## config.mk

```make
export PLATFORM = sky130hd
export DESIGN_NAME = mdsr_driver_status
export DESIGN_NICKNAME = d
export VERILOG_FILES = /design/src/hdl/mdsr_driver_status.v
export VERILOG_INCLUDE_DIRS = /design/src /design/src/common
export SDC_FILE = /design/constraint.sdc
export NUM_CORES = 1
export LEC_CHECK = 0
export BUFFER_PORTS_ARGS = -buffer_cell sky130_fd_sc_hd__buf_2
export CORE_MARGIN = 3
export CORE_UTILIZATION = 51
export DETAILED_ROUTE_END_ITERATION = 7
export PLACE_DENSITY = 0.86
export SLEW_MARGIN = 20
export SYNTH_ARGS = -nofsm -noshare
export SYNTH_HDL_FRONTEND = slang
export SYNTH_SLANG_ARGS = --single-unit
```

## constraint.sdc

```tcl
create_clock -name ref_clk -period 6.91 [get_ports ref_clk]
set_input_delay 2.073 -clock ref_clk [delete_from_list [all_inputs] [get_ports ref_clk]]
set_output_delay 2.073 -clock ref_clk [all_outputs]
set_load 0.02 [all_outputs]
```

## src/common/mdsr_defs.vh

```
// constants and register layout of the motor driver status register block
`ifndef MDSR_DEFS_VH
`define MDSR_DEFS_VH

// register byte offsets
`define MDSR_ADDR_W 8
`define MDSR_OFF_STATUS 8'h70
`define MDSR_OFF_CTRL 8'h74
`define MDSR_OFF_IRQ_STAT 8'h78
`define MDSR_OFF_IRQ_MASK 8'h7C

// status field positions
`define MDSR_B_STST 31
`define MDSR_B_OLD 30
`define MDSR_B_OLC 29
`define MDSR_B_GSD 28
`define MDSR_B_GSC 27
`define MDSR_B_OTPW 26
`define MDSR_B_OT 25
`define MDSR_B_STALL 24
`define MDSR_CS_HI 20
`define MDSR_CS_LO 16
`define MDSR_B_FS 15
`define MDSR_B_QUIET 14
`define MDSR_B_SSD 13
`define MDSR_B_SSC 12
`define MDSR_LV_HI 9
`define MDSR_LV_LO 0

// control register fields
`define MDSR_CHOPPER_OFF_TIME_SETTING_HI 3
`define MDSR_CHOPPER_OFF_TIME_SETTING_LO 0
`define MDSR_C_DIS 4
`define MDSR_TSEL_HI 10
`define MDSR_TSEL_LO 8

// interrupt event bits
`define MDSR_IRQ_W 6
`define MDSR_I_GSD 0
`define MDSR_I_GSC 1
`define MDSR_I_SSD 2
`define MDSR_I_SSC 3
`define MDSR_I_OT 4
`define MDSR_I_STALL 5

// standstill timer: length is 2^(13 + select), select 0..7
`define MDSR_STST_MIN_EXP 5'h0D
`define MDSR_STST_MAX_EXP 5'h14
`define MDSR_TMR_W 21
`define MDSR_CHOPPER_OFF_TIME_SETTING_RST 4'h0
`define MDSR_TSEL_RST 3'h0

`endif

```

## src/hdl/mdsr_driver_status.v

```verilog
// motor driver status word with apb access, latched fault flags and interrupt
`default_nettype none
`include "mdsr_defs.vh"

module mdsr_driver_status (
    // clock and reset
    input wire ref_clk,
    input wire rst_n,
    // apb slave
    input wire psel,
    input wire penable,
    input wire pwrite,
    input wire [31:0] paddr,
    input wire [31:0] pwdata,
    input wire [3:0] pstrb,
    output reg [31:0] prdata,
    output reg pready,
    output reg pslverr,
    // live sources from the driver core
    input wire stepPulse,
    input wire openLoadPhaseD,
    input wire openLoadPhaseSecond,
    input wire groundShortPhaseD,
    input wire groundShortPhaseC,
    input wire supplyShortPhaseD,
    input wire supplyShortPhaseC,
    input wire thermalPrewarn,
    input wire thermalShutdown,
    input wire [9:0] loadMeasureValue,
    input wire [9:0] coilAOnTime,
    input wire [4:0] currentScaleActual,
    input wire fullStepActive,
    input wire quietChopperActive,
    // outputs to bridges and system
    output reg driverDisable,
    output reg standstill,
    output reg irq
);

    reg gsdR_r;
    reg gscR_r;
    reg ssdR_r;
    reg sscR_r;
    reg otLatch_r;
    reg stst_r;
    reg [`MDSR_TMR_W-1:0] tmr_r;
    reg [3:0] offTime_r;
    reg swDisable_r;
    reg [2:0] tmrSel_r;
    reg [`MDSR_IRQ_W-1:0] irqStat_r;
    reg [`MDSR_IRQ_W-1:0] irqMask_r;
    reg [31:0] statusWord;
    reg [31:0] rdNxt;
    reg [`MDSR_IRQ_W-1:0] events;
    reg [`MDSR_IRQ_W-1:0] irqStat_nxt;
    reg [`MDSR_TMR_W-1:0] tmrLimit;
    reg stallPrev_r;
    reg otPrev_r;

    wire swOff = (offTime_r == `MDSR_CHOPPER_OFF_TIME_SETTING_RST) || swDisable_r;
    wire [7:0] addr = paddr[`MDSR_ADDR_W-1:0];
    wire acc = psel && penable && !pready;
    wire wrAcc = acc && pwrite;
    wire stallNow = (loadMeasureValue == 10'h000);
    wire [4:0] tmrExp = `MDSR_STST_MIN_EXP + {2'b00, tmrSel_r};

    // latched short flags: software disable clears, a new short while enabled wins
    always @(posedge ref_clk or negedge rst_n)
    begin
        if (!rst_n)
        begin
            gsdR_r <= 1'b0;
            gscR_r <= 1'b0;
            ssdR_r <= 1'b0;
            sscR_r <= 1'b0;
        end
        else if (swOff)
        begin
            gsdR_r <= 1'b0;
            gscR_r <= 1'b0;
            ssdR_r <= 1'b0;
            sscR_r <= 1'b0;
        end
        else
        begin
            gsdR_r <= gsdR_r | groundShortPhaseD;
            gscR_r <= gscR_r | groundShortPhaseC;
            ssdR_r <= ssdR_r | supplyShortPhaseD;
            sscR_r <= sscR_r | supplyShortPhaseC;
        end
    end

    // shutdown holds until both shutdown and prewarning have gone away
    always @(posedge ref_clk or negedge rst_n)
    begin
        if (!rst_n)
            otLatch_r <= 1'b0;
        else if (thermalShutdown)
            otLatch_r <= 1'b1;
        else if (!thermalPrewarn)
            otLatch_r <= 1'b0;
    end

    // standstill timer restarts on each step pulse
    always @*
    begin
        tmrLimit = {`MDSR_TMR_W{1'b0}};
        tmrLimit[tmrExp] = 1'b1;
    end

    always @(posedge ref_clk or negedge rst_n)
    begin
        if (!rst_n)
        begin
            tmr_r <= {`MDSR_TMR_W{1'b0}};
            stst_r <= 1'b0;
        end
        else if (stepPulse)
        begin
            tmr_r <= {`MDSR_TMR_W{1'b0}};
            stst_r <= 1'b0;
        end
        else if (tmr_r >= tmrLimit - 1'b1)
            stst_r <= 1'b1;
        else
            tmr_r <= tmr_r + 1'b1;
    end

    // open-load bits are pass-through only and never feed driverDisable
    always @*
    begin
        statusWord = 32'h0000_0000;
        statusWord[`MDSR_B_STST] = stst_r;
        statusWord[`MDSR_B_OLD] = openLoadPhaseD;
        statusWord[`MDSR_B_OLC] = openLoadPhaseSecond;
        statusWord[`MDSR_B_GSD] = gsdR_r;
        statusWord[`MDSR_B_GSC] = gscR_r;
        statusWord[`MDSR_B_OTPW] = thermalPrewarn;
        // live shutdown is ored in so the flag shows in the very cycle it is reached
        statusWord[`MDSR_B_OT] = otLatch_r | thermalShutdown;
        statusWord[`MDSR_B_STALL] = stallNow;
        statusWord[`MDSR_CS_HI:`MDSR_CS_LO] = currentScaleActual;
        statusWord[`MDSR_B_FS] = fullStepActive;
        statusWord[`MDSR_B_QUIET] = quietChopperActive;
        statusWord[`MDSR_B_SSD] = ssdR_r;
        statusWord[`MDSR_B_SSC] = sscR_r;
        statusWord[`MDSR_LV_HI:`MDSR_LV_LO] = stst_r ? coilAOnTime : loadMeasureValue;
    end

    // interrupt events: live short levels while enabled, rising edges of shutdown and stall
    always @*
    begin
        events = {`MDSR_IRQ_W{1'b0}};
        events[`MDSR_I_GSD] = groundShortPhaseD && !swOff;
        events[`MDSR_I_GSC] = groundShortPhaseC && !swOff;
        events[`MDSR_I_SSD] = supplyShortPhaseD && !swOff;
        events[`MDSR_I_SSC] = supplyShortPhaseC && !swOff;
        events[`MDSR_I_OT] = thermalShutdown && !otPrev_r;
        events[`MDSR_I_STALL] = stallNow && !stallPrev_r;
        irqStat_nxt = irqStat_r;
        if (wrAcc && addr == `MDSR_OFF_IRQ_STAT && pstrb[0])
            irqStat_nxt = irqStat_r & ~pwdata[`MDSR_IRQ_W-1:0];
        // a new event in the clearing cycle survives
        irqStat_nxt = irqStat_nxt | events;
    end

    // read mux; status word ignores writes
    always @*
    begin
        rdNxt = 32'h0000_0000;
        case (addr)
            `MDSR_OFF_STATUS: rdNxt = statusWord;
            `MDSR_OFF_CTRL:
            begin
                rdNxt[`MDSR_CHOPPER_OFF_TIME_SETTING_HI:`MDSR_CHOPPER_OFF_TIME_SETTING_LO] = offTime_r;
                rdNxt[`MDSR_C_DIS] = swDisable_r;
                rdNxt[`MDSR_TSEL_HI:`MDSR_TSEL_LO] = tmrSel_r;
            end
            `MDSR_OFF_IRQ_STAT: rdNxt[`MDSR_IRQ_W-1:0] = irqStat_r;
            `MDSR_OFF_IRQ_MASK: rdNxt[`MDSR_IRQ_W-1:0] = irqMask_r;
            default: rdNxt = 32'h0000_0000;
        endcase
    end

    wire mapped = (addr == `MDSR_OFF_STATUS) || (addr == `MDSR_OFF_CTRL) ||
        (addr == `MDSR_OFF_IRQ_STAT) || (addr == `MDSR_OFF_IRQ_MASK);
    wire addrOk = mapped && (paddr[31:`MDSR_ADDR_W] == 24'h000000);

    // apb slave: one wait state, answer registered
    always @(posedge ref_clk or negedge rst_n)
    begin
        if (!rst_n)
        begin
            pready <= 1'b0;
            pslverr <= 1'b0;
            prdata <= 32'h0000_0000;
            offTime_r <= `MDSR_CHOPPER_OFF_TIME_SETTING_RST;
            swDisable_r <= 1'b0;
            tmrSel_r <= `MDSR_TSEL_RST;
            irqMask_r <= {`MDSR_IRQ_W{1'b0}};
            irqStat_r <= {`MDSR_IRQ_W{1'b0}};
            irq <= 1'b0;
            driverDisable <= 1'b0;
            standstill <= 1'b0;
            stallPrev_r <= 1'b0;
            otPrev_r <= 1'b0;
        end
        else
        begin
            pready <= acc;
            pslverr <= acc && (!addrOk || (pwrite && addr == `MDSR_OFF_STATUS));
            prdata <= (acc && !pwrite && addrOk) ? rdNxt : 32'h0000_0000;
            if (wrAcc && addrOk && addr == `MDSR_OFF_CTRL)
            begin
                if (pstrb[0])
                begin
                    offTime_r <= pwdata[`MDSR_CHOPPER_OFF_TIME_SETTING_HI:`MDSR_CHOPPER_OFF_TIME_SETTING_LO];
                    swDisable_r <= pwdata[`MDSR_C_DIS];
                end
                if (pstrb[1])
                    tmrSel_r <= pwdata[`MDSR_TSEL_HI:`MDSR_TSEL_LO];
            end
            if (wrAcc && addrOk && addr == `MDSR_OFF_IRQ_MASK && pstrb[0])
                irqMask_r <= pwdata[`MDSR_IRQ_W-1:0];
            irqStat_r <= irqStat_nxt;
            irq <= |(irqStat_nxt & irqMask_r);
            driverDisable <= swOff | gsdR_r | gscR_r | ssdR_r | sscR_r | otLatch_r |
                thermalShutdown;
            standstill <= stst_r;
            stallPrev_r <= stallNow;
            otPrev_r <= thermalShutdown;
        end
    end

endmodule
`default_nettype wire

```

==> flow_summary.json <==
{
  "outcome": "finished clean",
  "final_area_um2": 5420,
  "finalWorstSetupSlack_ns": 2.10,
  "synth_top_area_cell": "dfrtp_1",
  "wire_per_inst_um": 17.0,
  "drc": 0,
  "ioPinCount": 146,
  "via_count": 4067,
  "tightest_slew_ns": 0.738,
  "yosysWarningCount": 0,
  "min_from": "otLatch_r",
  "core.rowCount": 33,
  "place_area_um2": 5190,
  "ctsResizeCount": 0,
  "dpl.hpwl_um": 8780,
  "cts_setup_buffers": 0,
  "fin_skew_ns": 0.0109,
  "hp-class": "reg2reg",
  "power.total_mw": 0.943,
  "required_ns": 7.18,
  "antenna_found_initial": 0,
  "slew_headroom_pct": 50.8,
  "core_um2": 8460,
  "grt_pass1_vias": 4116,
  "hold_slack_ns": 0.484,
  "antenna_left": 0,
  "place_worst_setup_slack_ns": 2.15,
  "floorplan.initialDensity_pct": 54.3,
  "hold_violations": 0,
  "vias_per_cell": 5.93,
  "cts.sinks": 82,
  "numPlacedInstances": 670,
  "synthFlopType": "dfrtp_1",
  "yosysUniqueCellTypes": 54,
  "routed_wl_um": 11600,
  "arrival_ns": 5.08,
  "grt_usage_pct": 24.1,
  "async_reset_ff_share_pct": 100,
  "tns_ns": 0,
  "die_w_um": 101,
  "finalNonFillerCells": 686,
  "finalSetupViolCount": 0,
  "die_area_um2": 10200,
  "cp-end-kind": "flip-flop",
  "maxSlewViolCount": 0,
  "drive_gt1_share_pct": 26.2,
  "r2r-start": "tmrSel_r[2]",
  "synthTopCellsByCount": "dfrtp_1 (82), nand2_1 (40), a21oi_1 (37), nor2_1 (37), ha_1 (23)",
  "layout_min_cycle_time_ns": 4.81,
  "firstDrtPassIters": 5,
  "ir_drop_v": 0.000188,
  "drt_iter0_drc": 225,
  "final_util_pct": 64.0,
  "maxCapViolCount": 0,
  "port_buffers": 116,
  "critical_path_class": "reg2reg",
  "max_stage_delay_ns": 0.69,
  "ys_seq_area_share_pct": 44.7,
  "cts_made_buffers": 9,
  "die_h_um": 101,
  "fmax_mhz": 208,
  "start_kind": "flip-flop",
  "cts_tree": "yes",
  "hold_buffers": 0,
  "h-tree-depth": 3,
  "power_leakage_nw": 2.64,
  "synth_edf_count": 0,
  "crit_slowest_cell": "dfrtp_1",
  "period_share_pct": 69.6,
  "clk_latency_ns": 0.36,
  "antenna_cells": 0,
  "grt_first_pass_wirelength_um": 19600,
  "crit_fanout": 20,
  "p_per_area_nw_per_um2": 174,
  "synth_top_cell_area_share_pct": 44.7,
  "crit_path_start": "tmrSel_r[2]",
  "syn_avg_cell_area_um2": 9.69,
  "path_cells": "inv_1 -> ha_1 -> and3_1 -> nand2_1 -> ha_1 -> o21ai_0 -> a21oi_1 -> xnor2_1 -> ha_1 -> and4_1 -> a21oi_1 -> nand2_1 -> or4_1 -> a21oi_1",
  "area_growth_pct": 18.0,
  "yosysMostFrequentCell": "dfrtp_1",
  "synth_area_um2": 4590,
  "syn_inst": 474,
  "netlist_top_cells_area": "dfrtp_1 (45%), ha_1 (6.3%), a21oi_1 (4.0%), mux2_2 (3.4%), nand2_1 (3.3%)",
  "clock_path_buffers": 2,
  "nets": 708,
  "grt_max_degree": 83,
  "grt-ovfl-total": 0,
  "cts-root-buf": "clkbuf_8",
  "clk_pin_slew_ns": 0.08,
  "rsz0062_at_grt": "false",
  "synth-seq-cells": 82,
  "gp_congestion": 0.854
}
[sequential cells by signal, indices dropped and copies added (netlist names), 3 cells and up]
name and count:
tmr_r 21, offTime_r 4, irqMask_r 6, prdata 28, tmrSel_r 3, irqStat_r 6
[cell families (layout without fill, tap and decap cells)]
| group | Yosys count | after routing | synth area share [%] |
|---|---|---|---|
| AND/OR/NAND/NOR | 188 | 188 | 22.4 |
| AO/OA/AOI/OAI | 107 | 107 | 15.2 |
| flip-flops | 82 | 82 | 44.7 |
| buffers and inverters | 40 | 144 | 3.87 |
| multiplexers | 30 | 30 | 6.97 |
| adder cells (fa/ha/maj) | 23 | 23 | 6.27 |
| XOR/XNOR | 3 | 3 | 0.572 |
| other | 1 | 4 | 0.0816 |
[report_power, final]
part / internal (mW) / switching (mW)
clock network: 0.209 / 0.183
registers: 0.482 / 0.00286
logic: 0.0277 / 0.0383
[critical path, delay by kind of cell (launching register included)]
family          cells  cell delay [ns]
simple gates        5             1.74
fa+ha+maj           3             1.14
compound gates      4             0.79
flops               1             0.69
buf+inv             1             0.19
xor+xnor            1             0.16
[layout make-up]
class	count	area [um2]
multi-input combinational	355	2370
inverter	11	41.3
timing repair buffer	117	594
fill	691	3050
clock buffer	10	128
clock inverter	6	97.6
sequential	82	2050
tap	105	131
[routing by layer]
layer,global-route usage (%),wire [um]
met5,0,0
met4,8.69,329
met3,6.99,839
met2,38.3,5790
met1,31.4,4680
[placed cells by master (no fill, tap or decap), types with 6 or more instances in the layout]
| master | netlist | final |
|---|---|---|
| a211oi_1 | 13 | 13 |
| a21oi_1 | 37 | 37 |
| and2_1 | 18 | 18 |
| and3_1 | 10 | 10 |
| buf_2 | 1 | 115 |
| clkbuf_8 | 0 | 9 |
| dfrtp_1 | 82 | 82 |
| ha_1 | 23 | 23 |
| inv_1 | 10 | 10 |
| mux2_2 | 14 | 14 |
| mux2i_1 | 14 | 14 |
| nand2_1 | 40 | 40 |
| nand2b_1 | 6 | 6 |
| nand3_1 | 10 | 10 |
| nand4_1 | 10 | 10 |
| nor2_1 | 37 | 37 |
| nor2b_1 | 10 | 10 |
| nor3_1 | 6 | 6 |
| nor4_1 | 12 | 12 |
| o21ai_0 | 16 | 16 |
| o31ai_1 | 9 | 9 |
| o41ai_1 | 7 | 7 |
| or4_1 | 7 | 7 |
| or4b_1 | 7 | 7 |
[worst paths after layout]
kind	slack, ns	endpoint	cells past startpoint
max in group asynchronous	4.65	tmrSel_r[2]	1
max reg2reg	2.10	tmr_r[6]	14
min	0.48	otLatch_r	1
min reg2reg	0.48	otLatch_r	1
max	2.10	tmr_r[6]	14
min in group asynchronous	1.73	tmr_r[16]	1
(Power assumes the default switching activity.)
